## config.mk

```make
export PLATFORM = sky130hd
export DESIGN_NAME = dspt_timer
export DESIGN_NICKNAME = d
export VERILOG_FILES = /design/src/logic/dspt_pkg.sv /design/src/logic/dspt_prescaler.sv /design/src/logic/dspt_timer.sv
export SDC_FILE = /design/constraint.sdc
export NUM_CORES = 1
export LEC_CHECK = 0
export BUFFER_PORTS_ARGS = -buffer_cell sky130_fd_sc_hd__buf_2
export CORE_ASPECT_RATIO = 0.9
export CORE_MARGIN = 3
export CORE_UTILIZATION = 63
export CTS_BUF_LIST = sky130_fd_sc_hd__clkbuf_8
export DETAILED_ROUTE_END_ITERATION = 6
export GPL_ROUTABILITY_DRIVEN = 0
export PLACE_DENSITY = 0.95
export SETUP_SLACK_MARGIN = 0.1
export SLEW_MARGIN = 5
export SYNTH_ARGS = -nofsm -noshare
export SYNTH_HDL_FRONTEND = slang
export SYNTH_SLANG_ARGS = --single-unit
```

## constraint.sdc

```tcl
create_clock -name clk -period 12.4 [get_ports clk]
set_input_delay 0 -clock clk [delete_from_list [all_inputs] [get_ports clk]]
set_output_delay 0 -clock clk [all_outputs]
set_load 0.02 [all_outputs]
```

## src/logic/dspt_pkg.sv

```systemverilog
/*
 package for the dual-slope pwm timer: mode codes, fixed tops, prescaler
 settings and the per-channel configuration struct.
 assumes a single 100 MHz clock domain.
*/
package dspt_pkg;
	localparam int          CNT_W        = 16;
	localparam int          NUM_CH       = 3;
	localparam logic [15:0] BOTTOM       = 16'h0000;
	localparam logic [15:0] TOP_8BIT     = 16'h00ff;
	localparam logic [15:0] TOP_9BIT     = 16'h01ff;
	localparam logic [15:0] TOP_10BIT    = 16'h03ff;
	localparam logic [15:0] CNT_RESET    = 16'h0000;
	localparam logic [3:0]  MODE_PC8     = 4'h1;
	localparam logic [3:0]  MODE_PC9     = 4'h2;
	localparam logic [3:0]  MODE_PC10    = 4'h3;
	localparam logic [3:0]  MODE_PFC_CAP = 4'h8;
	localparam logic [3:0]  MODE_PFC_CMP = 4'h9;
	localparam logic [3:0]  MODE_PC_CAP  = 4'ha;
	localparam logic [3:0]  MODE_PC_CMP  = 4'hb;
	localparam logic [1:0]  ACT_OFF      = 2'h0;
	localparam logic [1:0]  ACT_TOGGLE   = 2'h1;
	localparam logic [1:0]  ACT_NONINV   = 2'h2;
	localparam logic [1:0]  ACT_INV      = 2'h3;
	localparam logic [2:0]  PRE_STOP     = 3'h0;
	localparam logic [2:0]  PRE_DIV1     = 3'h1;
	localparam logic [2:0]  PRE_DIV8     = 3'h2;
	localparam logic [2:0]  PRE_DIV64    = 3'h3;
	localparam logic [2:0]  PRE_DIV256   = 3'h4;
	localparam logic [2:0]  PRE_DIV1024  = 3'h5;
	localparam logic [9:0]  DIV8_LAST    = 10'h007;
	localparam logic [9:0]  DIV64_LAST   = 10'h03f;
	localparam logic [9:0]  DIV256_LAST  = 10'h0ff;
	localparam logic [9:0]  DIV1024_LAST = 10'h3ff;
	localparam logic [9:0]  PRE_RESET    = 10'h000;

	typedef struct packed {
		logic [1:0]  action;
		logic        pin_direction_bit;
		logic        wr;
		logic [15:0] wdata;
	} dspt_chan_cfg_t;

	typedef struct packed {
		logic [15:0] count_value;
		logic        down;
		logic        overflow_flag;
		logic        capture_flag;
	} dspt_status_t;
endpackage

```

## src/logic/dspt_prescaler.sv

```systemverilog
/*
 prescaler: one-cycle tick enable from the i/o clock.
 assumes a synchronous clean reset from the top.
*/
`timescale 1ns/10ps
module dspt_prescaler (
	input  wire logic       clk,
	input  wire logic       rst_n,
	input  wire logic [2:0] select,
	output logic            tick
);
	logic [9:0] cnt_q;
	logic [9:0] cnt_d;
	logic       tick_q;
	logic       tick_d;
	logic [9:0] last;

	always_comb begin
		last   = dspt_pkg::PRE_RESET;
		cnt_d  = cnt_q + 10'h001;
		tick_d = 1'b0;
		unique case (select)
			dspt_pkg::PRE_DIV1:    last = dspt_pkg::PRE_RESET;
			dspt_pkg::PRE_DIV8:    last = dspt_pkg::DIV8_LAST;
			dspt_pkg::PRE_DIV64:   last = dspt_pkg::DIV64_LAST;
			dspt_pkg::PRE_DIV256:  last = dspt_pkg::DIV256_LAST;
			dspt_pkg::PRE_DIV1024: last = dspt_pkg::DIV1024_LAST;
			default:               last = dspt_pkg::PRE_RESET;
		endcase
		if (select == dspt_pkg::PRE_STOP || select > dspt_pkg::PRE_DIV1024) begin
			cnt_d = dspt_pkg::PRE_RESET;
		end else if (cnt_q >= last) begin
			cnt_d  = dspt_pkg::PRE_RESET;
			tick_d = 1'b1;
		end
	end

	always_ff @(posedge clk or negedge rst_n) begin
		if (!rst_n) begin
			cnt_q  <= dspt_pkg::PRE_RESET;
			tick_q <= 1'b0;
		end else begin
			cnt_q  <= cnt_d;
			tick_q <= tick_d;
		end
	end

	assign tick = tick_q;
endmodule

```

## src/logic/dspt_timer.sv

```systemverilog
/*
 dual-slope pwm timer: counter, top select, double-buffered compares,
 flags and waveform outputs for NUM_CH channels.
 assumes config ports come from logic on clk; pin side is registered.
*/
`timescale 1ns/10ps
module dspt_timer #(
	parameter int NUM_CH = dspt_pkg::NUM_CH
) (
	input  wire logic                                clk,
	input  wire logic                                rst_n,
	input  wire logic [2:0]                          prescale_select,
	input  wire logic [3:0]                          waveform_mode_select,
	input  wire logic [15:0]                         capture_top_value,
	input  wire dspt_pkg::dspt_chan_cfg_t [NUM_CH-1:0] chan_cfg,
	input  wire logic [NUM_CH-1:0]                   compare_flag_clr,
	input  wire logic                                overflow_flag_clr,
	input  wire logic                                capture_flag_clr,
	output dspt_pkg::dspt_status_t                   status,
	output logic [NUM_CH-1:0]                        compare_flag,
	output logic [NUM_CH-1:0]                        wave_output,
	output logic [NUM_CH-1:0]                        pin_out,
	output logic [NUM_CH-1:0]                        pin_oe_n
);
	function automatic logic is_pc(input logic [3:0] m);
		return m == dspt_pkg::MODE_PC8 || m == dspt_pkg::MODE_PC9 || m == dspt_pkg::MODE_PC10 ||
		       m == dspt_pkg::MODE_PC_CAP || m == dspt_pkg::MODE_PC_CMP;
	endfunction

	function automatic logic is_pfc(input logic [3:0] m);
		return m == dspt_pkg::MODE_PFC_CAP || m == dspt_pkg::MODE_PFC_CMP;
	endfunction

	function automatic logic [15:0] fixed_mask(input logic [3:0] m);
		unique case (m)
			dspt_pkg::MODE_PC8:  return dspt_pkg::TOP_8BIT;
			dspt_pkg::MODE_PC9:  return dspt_pkg::TOP_9BIT;
			dspt_pkg::MODE_PC10: return dspt_pkg::TOP_10BIT;
			default:             return 16'hffff;
		endcase
	endfunction

	logic        rst_s1_q;
	logic        rst_s2_q;
	logic        srst_n;
	logic        tick;
	logic        dual;
	logic        cmp_top;
	logic        cap_top;
	logic [15:0] top;

	always_ff @(posedge clk or negedge rst_n) begin
		if (!rst_n) begin
			rst_s1_q <= 1'b0;
			rst_s2_q <= 1'b0;
		end else begin
			rst_s1_q <= 1'b1;
			rst_s2_q <= rst_s1_q;
		end
	end
	assign srst_n = rst_s2_q;

	dspt_prescaler u_pre (
		.clk    (clk),
		.rst_n  (srst_n),
		.select (prescale_select),
		.tick   (tick)
	);

	// buffered and active compare values
	logic [NUM_CH-1:0][15:0] buf_q;
	logic [NUM_CH-1:0][15:0] buf_d;
	logic [NUM_CH-1:0][15:0] act_q;
	logic [NUM_CH-1:0][15:0] act_d;

	assign dual    = is_pc(waveform_mode_select) || is_pfc(waveform_mode_select);
	assign cmp_top = waveform_mode_select == dspt_pkg::MODE_PC_CMP || waveform_mode_select == dspt_pkg::MODE_PFC_CMP;
	assign cap_top = waveform_mode_select == dspt_pkg::MODE_PC_CAP || waveform_mode_select == dspt_pkg::MODE_PFC_CAP;

	always_comb begin
		if (cmp_top) begin
			top = act_q[0];
		end else if (cap_top) begin
			top = capture_top_value;
		end else begin
			top = fixed_mask(waveform_mode_select);
		end
	end

	// counter state
	logic [15:0] cnt_q;
	logic [15:0] cnt_d;
	logic        down_q;
	logic        down_d;
	logic        at_top;
	logic        at_bottom;
	logic        load;

	assign at_top    = cnt_q == top;
	assign at_bottom = cnt_q == dspt_pkg::BOTTOM;
	// pc loads at top, pfc at bottom
	assign load      = tick && dual &&
	                   ((is_pc(waveform_mode_select) && at_top) || (is_pfc(waveform_mode_select) && at_bottom));

	always_comb begin
		cnt_d  = cnt_q;
		down_d = down_q;
		if (tick && dual) begin
			if (at_top) begin
				down_d = 1'b1;
				cnt_d  = cnt_q - 16'h0001;
			end else if (at_bottom) begin
				down_d = 1'b0;
				cnt_d  = cnt_q + 16'h0001;
			end else if (down_q) begin
				cnt_d  = cnt_q - 16'h0001;
			end else begin
				// a top lowered below the count runs on and wraps; software must avoid it
				cnt_d  = cnt_q + 16'h0001;
			end
		end
	end

	always_ff @(posedge clk or negedge srst_n) begin
		if (!srst_n) begin
			cnt_q  <= dspt_pkg::CNT_RESET;
			down_q <= 1'b0;
		end else begin
			cnt_q  <= cnt_d;
			down_q <= down_d;
		end
	end

	// flags: set wins over clear
	logic              ovf_q;
	logic              ovf_d;
	logic              cap_q;
	logic              cap_d;
	logic [NUM_CH-1:0] cf_q;
	logic [NUM_CH-1:0] cf_d;
	logic              top_evt;
	logic              ovf_evt;

	assign top_evt = tick && dual && at_top;
	assign ovf_evt = tick && dual && at_bottom;

	always_comb begin
		ovf_d = ovf_evt ? 1'b1 : (overflow_flag_clr ? 1'b0 : ovf_q);
		cap_d = (top_evt && cap_top) ? 1'b1 : (capture_flag_clr ? 1'b0 : cap_q);
	end

	// waveform per channel
	logic [NUM_CH-1:0] wave_q;
	logic [NUM_CH-1:0] wave_d;
	logic [NUM_CH-1:0] pin_q;
	logic [NUM_CH-1:0] pin_d;
	logic [NUM_CH-1:0] oe_n_q;
	logic [NUM_CH-1:0] oe_n_d;

	genvar g;
	generate
		for (g = 0; g < NUM_CH; g++) begin : g_ch
			logic match;
			logic connected;
			assign match     = tick && dual && cnt_q == act_q[g];
			assign connected = chan_cfg[g].action == dspt_pkg::ACT_NONINV || chan_cfg[g].action == dspt_pkg::ACT_INV ||
			                   (g == 0 && chan_cfg[g].action == dspt_pkg::ACT_TOGGLE && cmp_top);

			always_comb begin
				buf_d[g] = buf_q[g];
				act_d[g] = act_q[g];
				if (chan_cfg[g].wr) begin
					buf_d[g] = chan_cfg[g].wdata & fixed_mask(waveform_mode_select);
				end
				if (load) begin
					act_d[g] = buf_q[g];
				end
				// channel a flag also marks top in compare-a modes
				cf_d[g] = (match || (g == 0 && top_evt && cmp_top)) ? 1'b1 :
				          (compare_flag_clr[g] ? 1'b0 : cf_q[g]);
				wave_d[g] = wave_q[g];
				if (match) begin
					unique case (chan_cfg[g].action)
						dspt_pkg::ACT_NONINV: wave_d[g] = down_d;
						dspt_pkg::ACT_INV:    wave_d[g] = ~down_d;
						dspt_pkg::ACT_TOGGLE: wave_d[g] = (g == 0 && cmp_top) ? ~wave_q[g] : wave_q[g];
						dspt_pkg::ACT_OFF:    wave_d[g] = wave_q[g];
					endcase
				end
				oe_n_d[g] = ~(connected && chan_cfg[g].pin_direction_bit);
				pin_d[g]  = (connected && chan_cfg[g].pin_direction_bit) ? wave_d[g] : 1'b0;
			end
		end
	endgenerate

	always_ff @(posedge clk or negedge srst_n) begin
		if (!srst_n) begin
			buf_q  <= '0;
			act_q  <= '0;
			ovf_q  <= 1'b0;
			cap_q  <= 1'b0;
			cf_q   <= '0;
			wave_q <= '0;
			pin_q  <= '0;
			oe_n_q <= '1;
		end else begin
			buf_q  <= buf_d;
			act_q  <= act_d;
			ovf_q  <= ovf_d;
			cap_q  <= cap_d;
			cf_q   <= cf_d;
			wave_q <= wave_d;
			pin_q  <= pin_d;
			oe_n_q <= oe_n_d;
		end
	end

	assign status.count_value   = cnt_q;
	assign status.down          = down_q;
	assign status.overflow_flag = ovf_q;
	assign status.capture_flag  = cap_q;
	assign compare_flag         = cf_q;
	assign wave_output          = wave_q;
	assign pin_out              = pin_q;
	assign pin_oe_n             = oe_n_q;
endmodule

```

==> results of run 1 <==
==> layer usage <==
layer / global-route usage / wire length, um / vias up
met5: 0 / 0 / -
met4: 0.214 / 1460 / 0
met3: 0.113 / 2590 / 177
met2: 0.586 / 11000 / 537
met1: 0.426 / 7900 / 3163
li1: - / - / 2776
==> layout by cell type, fill, tap and decap left out, types with 2 or more instances in the layout <==
cell           count
buf_2            120
or3_1              3
nor3b_1            2
a31oi_1            6
mux2_4            20
nand2_1           58
dlygate4sd3_1     75
a211oi_1           2
o21ai_0            5
a21o_1             8
xor2_1            56
and3_1            15
a311o_1            2
ha_1              14
a2111oi_0         10
a21oi_1           22
nand2b_1           8
buf_4              4
dfrtp_1          136
or2_2              3
nor2_1            17
or3_4              2
nor3_1            13
o22ai_1           25
and4_1             3
mux2_2            52
nand3b_1           2
clkbuf_8          21
a31oi_2            2
a21boi_0           7
clkinvlp_4         2
inv_1             43
nor2b_1            5
nand4_1            4
mux2i_1           27
clkinv_2           3
xnor2_1           20
dfstp_2            3
nand3_1           19
nor4_1            18
==> stage by stage <==
| step | utilization | total power (W) | hold WS, ns | instances |
|---|---|---|---|---|
| finish | 0.797 | 0.00112 | 0.0203 | 1033 |
| global route | 0.797 | 0.00116 | 0.0212 | 1033 |
| CTS | 0.797 | 0.00110 | 0.000433 | 1033 |
| detailed placement | 0.701 | 0.000737 | -0.206 | 926 |
| global placement | 0.701 | 0.000721 | -0.206 | 926 |
| floorplan | - | 0.000674 | -0.296 | 696 |
==> logic make-up after synthesis <==
group	count (synthesis)	share of synthesized area
AO/OA/AOI/OAI	98	0.0914
XOR/XNOR	76	0.0884
adder cells (fa/ha/maj)	14	0.0233
buffers and inverters	88	0.0527
flip-flops	140	0.466
multiplexers	99	0.154
other	1	0.000498
AND/OR/NAND/NOR	180	0.124
==> final timing paths <==
check	from	to	slack, ns	depth (start not counted)
setup reg to reg	cnt_q[9]	pin_out[1]	8.64	9
setup / recovery	cnt_q[9]	pin_out[1]	8.64	9
hold reg to reg	rst_s2_q	buf_q[25]	0.35	0
min in group asynchronous	rst_s2_q	buf_q[25]	0.35	0
max in group asynchronous	rst_s2_q	compare_flag[0]	10.48	1
hold / removal	chan_cfg[16]	buf_q[14]	0.02	3
==> worst max-delay path, delay by kind of cell (launching register included) <==
| family | cells | cell delay (ns) |
|---|---|---|
| flops | 1 | 0.74 |
| compound gates | 1 | 0.17 |
| buf+inv | 1 | 0.55 |
| mux | 1 | 0.13 |
| xor+xnor | 1 | 0.16 |
| simple gates | 5 | 1.94 |
==> power breakdown <==
group / leakage [nW] / internal (W) / switching (W)
clock network: 0.204 / 0.000175 / 0.000176
registers: 1.84 / 0.000490 / 0.0000516
logic: 2.68 / 0.000107 / 0.000119
total: 4.72 / 0.000772 / 0.000346
==> registers in the layout, indices dropped and copies added, names as in the netlist <==
name          cells
cnt_q            16
pin_out           3
cap_q             1
rst_s1_q          1
wave_output       3
u_pre.cnt_q      10
pin_oe_n          3
compare_flag      3
act_q            48
rst_s2_q          1
buf_q            48
ovf_q             1
down_q            1
u_pre.tick        1
==> final cells by class <==
type | count | area, sq um
repair buffers | 199 | 1380
inverters | 38 | 143
flip-flops and latches | 140 | 3510
fillers | 598 | 2350
multi-input cells | 468 | 3630
clock buffers | 21 | 289
clock inverters | 11 | 78.8
well taps | 156 | 195
==> impl_metrics.env, run 1 <==
export IMPL_irDropWorstVdd_mv=0.102
export IMPL_slowest_stage="nor4_1"
export IMPL_routed_wl_um=22900
export IMPL_worst_pin_slew_ns=1.29
export IMPL_status="finished with violations"
export IMPL_min_path_type="in -> reg"
export IMPL_syn_cell_area_sq_um=7530
export IMPL_worstPathCellList="xor2_1 -> nor4_1 -> nand3_1 -> nor4_1 -> nand2_1 -> nor2_1 -> mux2i_1 -> a21oi_1 -> dlygate4sd3_1"
export IMPL_grt_start_max_net_pins=89
export IMPL_design_area_sq_um=9230
export IMPL_grt_usage=0.361
export IMPL_num_rows=37
export IMPL_synth_area_leaders="dfrtp_1 46%, mux2_2 7.8%, xor2_1 6.5%"
export IMPL_post_cts_buffers=0
export IMPL_ant_nets=0
export IMPL_synth_area_leader_cell="dfrtp_1"
export IMPL_synth_commonest_cells="137 x dfrtp_1, 58 x nand2_1, 56 x xor2_1"
export IMPL_ys_types=56
export IMPL_die_h_um=110
export IMPL_grt_pass1_vias=6865
export IMPL_yosys_warnings=0
export IMPL_cp_max_fo=12
export IMPL_cp_end_kind="flip-flop"
export IMPL_cts_hold_fix_buffers=75
export IMPL_syn_inst=696
export IMPL_hold_viol=0
export IMPL_vias_per_cell=6.44
export IMPL_arrival_ns=4.16
export IMPL_grt_pass1_wl_um=36400
export IMPL_async_reset_ff_frac=1.00
export IMPL_synth_most_common_cell="dfrtp_1"
export IMPL_vias=6653
export IMPL_drive_gt1_frac=0.275
export IMPL_wl_per_cell_um=22.2
export IMPL_ys_seq_elements=140
export IMPL_io_pins=121
export IMPL_finalSetupTns_ns=0
export IMPL_postLayoutSetupSlackWorst_ns=8.64
export IMPL_ys_seq_area_frac=0.466
export IMPL_diodes=0
export IMPL_fin_skew_ns=0.0190
export IMPL_ys_flop_type="dfrtp_1"
export IMPL_synth_edf_count=0
export IMPL_cts_resized=0
export IMPL_dp_hpwl_um=13300
export IMPL_drt_initial_drc_count=963
export IMPL_die_w_um=121
export IMPL_start_util=0.650
export IMPL_power_density_nw_per_um2=121
export IMPL_gr_total_overflow=0
export IMPL_critPathMostFrequentCell="nor4_1"
export IMPL_pre_cts_ws_ns=8.94
export IMPL_cap_violations=0
export IMPL_nets=968
export IMPL_yosysTopAreaCellShare=0.455
export IMPL_drt_pre_antenna_iters=7
export IMPL_numCtsBuffers=17
export IMPL_syn_nets=800
export IMPL_fmax_mhz=266
export IMPL_period_minus_slack_ns=3.76
export IMPL_clk_pin_slew_worst_paths_ns=0.07
export IMPL_worst_ep_required_time_ns=12.80
export IMPL_cts_buffer_depth=2
export IMPL_tritoncts="yes"
export IMPL_dieArea_sq_um=13300
export IMPL_clock_tree_root_cell="clkbuf_8"
export IMPL_port_buffers=120
export IMPL_crit_type="reg -> reg"
export IMPL_rsz0062_at_grt="false"
export IMPL_fin_crit_sh=0.303
export IMPL_clkSinkCount=140
export IMPL_setup_viol=0
export IMPL_avgSynthCellArea_sq_um=10.8
export IMPL_finalMaxSlewViolations=0
export IMPL_clk_latency_ns=0.46
export IMPL_area_delta_synth_final_pct=22.6
export IMPL_grt_antenna_before_repair=0
export IMPL_htree_num_levels=4
export IMPL_place_area_sq_um=8110
export IMPL_violations="design-rule violations"
export IMPL_relSlewSlack=0.134
export IMPL_start_kind="flip-flop"
export IMPL_drc=8
export IMPL_core_area_sq_um=11600
export IMPL_p_leak_nw=4.72
export IMPL_slowest_delay_ns=1.05
(Power assumes the default switching activity.)
==> run 2: changes to the inputs <==
--- a/config.mk
+++ b/config.mk
@@ -8,11 +8,11 @@
 export BUFFER_PORTS_ARGS = -buffer_cell sky130_fd_sc_hd__buf_2
 export CORE_ASPECT_RATIO = 0.9
 export CORE_MARGIN = 3
-export CORE_UTILIZATION = 63
+export CORE_UTILIZATION = 53
 export CTS_BUF_LIST = sky130_fd_sc_hd__clkbuf_8
 export DETAILED_ROUTE_END_ITERATION = 6
 export GPL_ROUTABILITY_DRIVEN = 0
-export PLACE_DENSITY = 0.95
+export PLACE_DENSITY = 0.9
 export SETUP_SLACK_MARGIN = 0.1
 export SLEW_MARGIN = 5
 export SYNTH_ARGS = -nofsm -noshare
==> constraint.sdc (replaced) <==
create_clock -name clk -period 3.3 [get_ports clk]
set_input_delay 0 -clock clk [delete_from_list [all_inputs] [get_ports clk]]
set_output_delay 0 -clock clk [all_outputs]
set_load 0.02 [all_outputs]
==> run 2 against run 1 <==
  * The run now ends clean
  * Via count decreased by 8.5%
  * First-iteration DRC count fell by 52%
  * Register-to-register slack got worse by 8.3 ns
  * Wire length is 14% lower
  * Clock power grew to 4.4 times the previous value
  * Cell count increased by 5.8%
  * Core utilization shrank 9.3 points
  * Clock skew fell by 0.0030 ns
  * Total power increased to 3.9 times the previous value
  * Critical path depth rose by 1
  * Cell area is 3.9% higher
  * Sequential power increased to 3.7 times the previous value
==> impl_metrics.env, run 2 (synthesis results as in run 1) <==
export IMPL_period_minus_slack_ns=3.00
export IMPL_dieArea_sq_um=15700
export IMPL_power_switching_w=0.00131
export IMPL_port_buffers=120
export IMPL_cts_buffer_depth=2
export IMPL_relSlewSlack=0.197
export IMPL_fin_skew_ns=0.0160
export IMPL_drt_initial_drc_count=461
export IMPL_cap_violations=0
export IMPL_wl_met2_um=9760
export IMPL_die_w_um=132
export IMPL_final_cell_mix="135 x dfrtp_1, 120 x buf_2, 84 x dlygate4sd3_1"
export IMPL_slowest_delay_ns=0.55
export IMPL_rsz0062_at_grt="true"
export IMPL_fmax_mhz=334
export IMPL_cp_end_kind="flip-flop"
export IMPL_layout_commonest_cell="dfrtp_1"
export IMPL_setup_viol=0
export IMPL_vias_per_cell=5.57
export IMPL_finalSetupTns_ns=0
export IMPL_status="completed"
export IMPL_fin_crit_sh=0.908
export IMPL_start_kind="flip-flop"
export IMPL_arrival_ns=3.40
export IMPL_min_path_type="in -> reg"
export IMPL_grt_start_max_net_pins=52
export IMPL_htree_num_levels=4
export IMPL_routed_wl_um=19800
export IMPL_die_h_um=119
export IMPL_io_pins=121
export IMPL_worst_pin_slew_ns=1.19
export IMPL_nFillCells=940
export IMPL_wl_met1_um=8050
export IMPL_power_frac_seq=0.455
export IMPL_clock_tree_root_cell="clkbuf_8"
export IMPL_num_rows=40
export IMPL_clkSinkCount=140
export IMPL_grt_usage=0.260
export IMPL_slowest_stage="dlygate4sd3_1"
export IMPL_grt_antenna_before_repair=0
export IMPL_tritoncts="yes"
export IMPL_area_delta_synth_final_pct=27.3
export IMPL_diodes=0
export IMPL_nets=995
export IMPL_final_util=0.704
export IMPL_drt_pre_antenna_iters=5
export IMPL_grt_pass1_wl_um=32400
export IMPL_worstPathCellList="buf_4 -> xor2_1 -> nor4_1 -> nand3_1 -> nor4_2 -> nand2_1 -> nor2_1 -> mux2i_1 -> a21oi_1 -> dlygate4sd3_1"
export IMPL_hold_viol=0
export IMPL_irDropWorstVdd_mv=0.437
export IMPL_pwr_share_comb=0.195
export IMPL_wl_per_cell_um=18.1
export IMPL_clockPowerShare=0.349
export IMPL_top_layer="met4"
export IMPL_met3_length_um=1590
export IMPL_crit_type="reg -> reg"
export IMPL_core_area_sq_um=13600
export IMPL_clk_pin_slew_worst_paths_ns=0.08
export IMPL_ant_nets=0
export IMPL_finalMaxSlewViolations=0
export IMPL_start_util=0.553
export IMPL_intPower_w=0.00307
export IMPL_numCtsBuffers=17
export IMPL_vias=6086
export IMPL_grt_pass1_vias=6347
export IMPL_drive_gt1_frac=0.295
export IMPL_p_leak_nw=4.87
export IMPL_power_density_nw_per_um2=457
export IMPL_worst_ep_required_time_ns=3.70
export IMPL_dp_hpwl_um=12900
export IMPL_gr_total_overflow=0
export IMPL_reg_top3="act_q x48, buf_q x48, cnt_q x16"
export IMPL_p_sw_frac=0.299
export IMPL_drc=0
export IMPL_clk_latency_ns=0.46
export IMPL_cp_max_fo=9
run 2: power by group through the flow:
stage	sequential [W]	combinational [W]	clock (W)
after global placement	0.00202	0.000728	0
after floorplan	0.00200	0.000534	0
final	0.00199	0.000856	0.00153
after detailed placement	0.00202	0.000757	0
after global routing	0.00201	0.000950	0.00163
after CTS	0.00199	0.000841	0.00153
run 2: metal layers:
| layer | vias up | global-route usage |
|---|---|---|
| met2 | 277 | 0.439 |
| met1 | 2940 | 0.330 |
| li1 | 2837 | - |
| met5 | - | 0 |
| met3 | 32 | 0.0655 |
| met4 | 0 | 0.0873 |
run 2: timing repair:
| action | in CTS | in global routing |
|---|---|---|
| setup endpoints to repair | 0 | 3 |
| hold buffers | 84 | 0 |
| hold endpoints to repair | 66 | 0 |
| setup buffers | 0 | 0 |
| gates resized for setup | 0 | 3 |
run 2: cell type report:
cell class / count / area (sq um) / share of cell area
Multi-Input combinational cell: 468 / 3640 / 0.379
Timing Repair Buffer: 226 / 1620 / 0.169
Tap cell: 189 / 236 / 0.0247
Inverter: 38 / 143 / 0.0149
Clock inverter: 13 / 176 / 0.0184
Clock buffer: 19 / 262 / 0.0273
Sequential cell: 140 / 3510 / 0.366
run 2: worst paths after layout:
| check | startpoint | slack, ns | depth (start not counted) | endpoint |
|---|---|---|---|---|
| min in group asynchronous | rst_s2_q | 0.37 | 0 | buf_q[31] |
| max in group asynchronous | rst_s2_q | 1.98 | 1 | buf_q[22] |
| min reg2reg | rst_s1_q | 0.36 | 0 | rst_s2_q |
| max | cnt_q[9] | 0.30 | 10 | pin_out[2] |
| max reg2reg | cnt_q[9] | 0.30 | 10 | pin_out[2] |
| min | chan_cfg[36] | 0.01 | 3 | buf_q[29] |
run 2: worst max-delay path, delay by kind of cell, from the launching register on:
family / cells / cell delay (ns)
buffers and inverters: 2 / 0.78
muxes: 1 / 0.10
and+or+nand+nor: 5 / 1.23
xor gates and xnor gates: 1 / 0.17
AOI/OAI and AO/OA: 1 / 0.15
DFF: 1 / 0.51
run 2: metrics by stage:
stage	cell area, sq um	setup slack [ns]	total power (W)	hold slack (ns)	instances
after floorplan	7530	0.400	0.00253	-0.296	696
after CTS	9580	0.264	0.00437	0.000425	1093
after detailed placement	8300	0.307	0.00278	-0.213	977
final	9590	0.302	0.00438	0.0116	1093
after global placement	8300	0.459	0.00274	-0.215	977
after global routing	9590	0.0944	0.00459	0.0174	1093
==> run 3: changes to the inputs <==
--- a/config.mk
+++ b/config.mk
@@ -8,11 +8,11 @@
 export BUFFER_PORTS_ARGS = -buffer_cell sky130_fd_sc_hd__buf_2
 export CORE_ASPECT_RATIO = 0.9
 export CORE_MARGIN = 3
-export CORE_UTILIZATION = 53
+export CORE_UTILIZATION = 59
 export CTS_BUF_LIST = sky130_fd_sc_hd__clkbuf_8
 export DETAILED_ROUTE_END_ITERATION = 6
 export GPL_ROUTABILITY_DRIVEN = 0
-export PLACE_DENSITY = 0.9
+export PLACE_DENSITY = 0.89
 export SETUP_SLACK_MARGIN = 0.1
 export SLEW_MARGIN = 5
 export SYNTH_ARGS = -nofsm -noshare
==> constraint.sdc (replaced) <==
create_clock -name clk -period 2.9 [get_ports clk]
set_input_delay 0 -clock clk [delete_from_list [all_inputs] [get_ports clk]]
set_output_delay 0 -clock clk [all_outputs]
set_load 0.02 [all_outputs]
==> run 3 against run 2 <==
  * The flow now finishes with violations (design-rule violations, negative setup slack)
  * Non-clock buffer count up 27
  * Via count increased by 16%
  * Cell count rose by 0.18%
  * Total power increased by 18%
  * Worst hold slack better by 0.020 ns
  * Maximum frequency shrank 5.9%
  * Core utilization grew 11 points
  * Wire length grew 30%
  * Cell area is 3.8% higher
  * Sequential share of layout area decreased by 1.3 points
==> impl_metrics.env, run 3 (synthesis results as in run 1) <==
export IMPL_crit_type="reg -> reg"
export IMPL_grt_pass1_wl_um=38500
export IMPL_worst_ep_required_time_ns=3.26
export IMPL_start_util=0.614
export IMPL_cp_max_fo=12
export IMPL_routed_wl_um=25700
export IMPL_vias_per_cell=6.46
export IMPL_core_area_sq_um=12300
export IMPL_finalMaxSlewViolations=0
export IMPL_drt_pre_antenna_iters=7
export IMPL_vias=7076
export IMPL_grt_antenna_before_repair=2
export IMPL_irDropWorstVdd_mv=0.355
export IMPL_critPathLaunch="act_q[5]"
export IMPL_fin_crit_sh=1.10
export IMPL_drc=16
export IMPL_grt_use_met1=0.422
export IMPL_clk_latency_ns=0.49
export IMPL_gr_total_overflow=0
export IMPL_io_pins=121
export IMPL_hp_start="chan_cfg[56]"
export IMPL_dp_hpwl_um=13700
export IMPL_design_area_sq_um=9950
export IMPL_clk_pin_slew_worst_paths_ns=0.09
export IMPL_grt_start_max_net_pins=57
export IMPL_hold_depth=2
export IMPL_r2r_start="act_q[5]"
export IMPL_seq_area_sq_um=3510
export IMPL_power_density_nw_per_um2=517
export IMPL_tritoncts="yes"
export IMPL_fin_skew_ns=0.0176
export IMPL_timing_hold_ws_ns=0.0313
export IMPL_fmax_mhz=314
export IMPL_cp_end_kind="flip-flop"
export IMPL_worstRegToRegCells=9
export IMPL_multi_input_area_sq_um=3760
export IMPL_reg_top3="act_q x48, buf_q x48, cnt_q x16"
export IMPL_num_rows=38
export IMPL_start_kind="flip-flop"
export IMPL_final_cell_mix="134 x dfrtp_1, 120 x buf_2, 94 x dlygate4sd3_1"
export IMPL_arrival_ns=3.55
export IMPL_dieArea_sq_um=14200
export IMPL_grt_usage=0.347
export IMPL_period_minus_slack_ns=3.19
export IMPL_port_buffers=120
export IMPL_die_w_um=125
export IMPL_layout_commonest_cell="dfrtp_1"
export IMPL_status="finished with violations"
export IMPL_ant_nets=0
export IMPL_setup_viol=69
export IMPL_fin_cells=1095
export IMPL_met2_usage=0.546
export IMPL_cap_violations=0
export IMPL_grt_pass1_vias=7211
export IMPL_dpl_cell_count=954
export IMPL_area_delta_synth_final_pct=32.2
export IMPL_relSlewSlack=0.382
export IMPL_drt_initial_drc_count=1178
export IMPL_rsz0062_at_grt="true"
export IMPL_place_area_sq_um=8330
export IMPL_wl_per_cell_um=23.5
export IMPL_nets=1023
export IMPL_worst_pin_slew_ns=0.926
export IMPL_hold_viol=0
export IMPL_drive_gt1_frac=0.318
export IMPL_htree_num_levels=4
export IMPL_postLayoutSetupSlackWorst_ns=-0.285
export IMPL_min_path_type="in -> reg"
export IMPL_nFillCells=593
export IMPL_gr_max_usage_layer="met2"
export IMPL_clkSinkCount=140
export IMPL_numCtsBuffers=17
export IMPL_violations="design-rule violations, negative setup slack"
export IMPL_p_leak_nw=5.02
export IMPL_cts_buffer_depth=2
export IMPL_clock_tree_root_cell="clkbuf_8"
export IMPL_grtUsageMet3=0.108
export IMPL_die_h_um=113
run 3: what timing repair did:
item / in CTS / in global routing
endpoints found under the hold margin: 66 / 0
resized for setup: 2 / 25
buffers inserted: 2 / 7
cloned: 1 / 2
pin swaps: 3 / 7
endpoints found under the setup margin: 44 / 76
hold buffers: 94 / 0
run 3: area by class of cell:
type / count / area share
Inverter: 38 / 0.0143
Clock inverter: 14 / 0.0170
Antenna cell: 3 / 0.000755
Sequential cell: 140 / 0.353
Multi-Input combinational cell: 469 / 0.378
Tap cell: 160 / 0.0201
Clock buffer: 18 / 0.0249
Timing Repair Buffer: 253 / 0.192
run 3: per-stage QoR:
step / utilization / power (W) / setup WS [ns] / TNS, ns
2_1_floorplan: - / 0.00289 / 0.0280 / 0
6_report: 0.811 / 0.00515 / -0.285 / -14.67
4_1_cts: 0.795 / 0.00496 / 0.101 / 0
3_5_place_dp: 0.679 / 0.00319 / 0.0516 / 0
5_1_grt: 0.811 / 0.00530 / -0.204 / -10.13
3_3_place_gp: 0.679 / 0.00313 / 0.177 / 0
run 3: worst max-delay path, stage by stage, from the launching register on:
cell	delay, ns
dfrtp_1	0.44
mux2i_1	0.31
a21oi_1	0.22
nor4_4	0.46
and4_1	0.31
o31a_1	0.27
nand3_1	0.18
o32a_4	0.35
clkbuf_16	0.22
mux2_4	0.31
run 3: worst paths after layout:
check | endpoint | slack (ns)
setup / recovery | act_q[26] | -0.29
hold / removal | buf_q[42] | 0.03
setup reg to reg | act_q[26] | -0.29
hold reg to reg | u_pre.cnt_q[9] | 0.29
max in group asynchronous | pin_oe_n[1] | 1.75
min in group asynchronous | u_pre.cnt_q[9] | 0.29
run 3: power by group:
group | leakage [nW] | internal [W] | total [W] | switching [W]
registers | 1.83 | 0.00210 | 0.00227 | 0.000169
clock network | 0.203 | 0.000872 | 0.00170 | 0.000827
logic | 2.99 | 0.000542 | 0.00118 | 0.000640
total | 5.02 | 0.00351 | 0.00515 | 0.00163
run 3: metal layers:
layer | share of wire | up-vias
li1 | - | 2898
met3 | 0.11 | 199
met5 | 0 | -
met2 | 0.46 | 596
met1 | 0.36 | 3383
met4 | 0.067 | 0
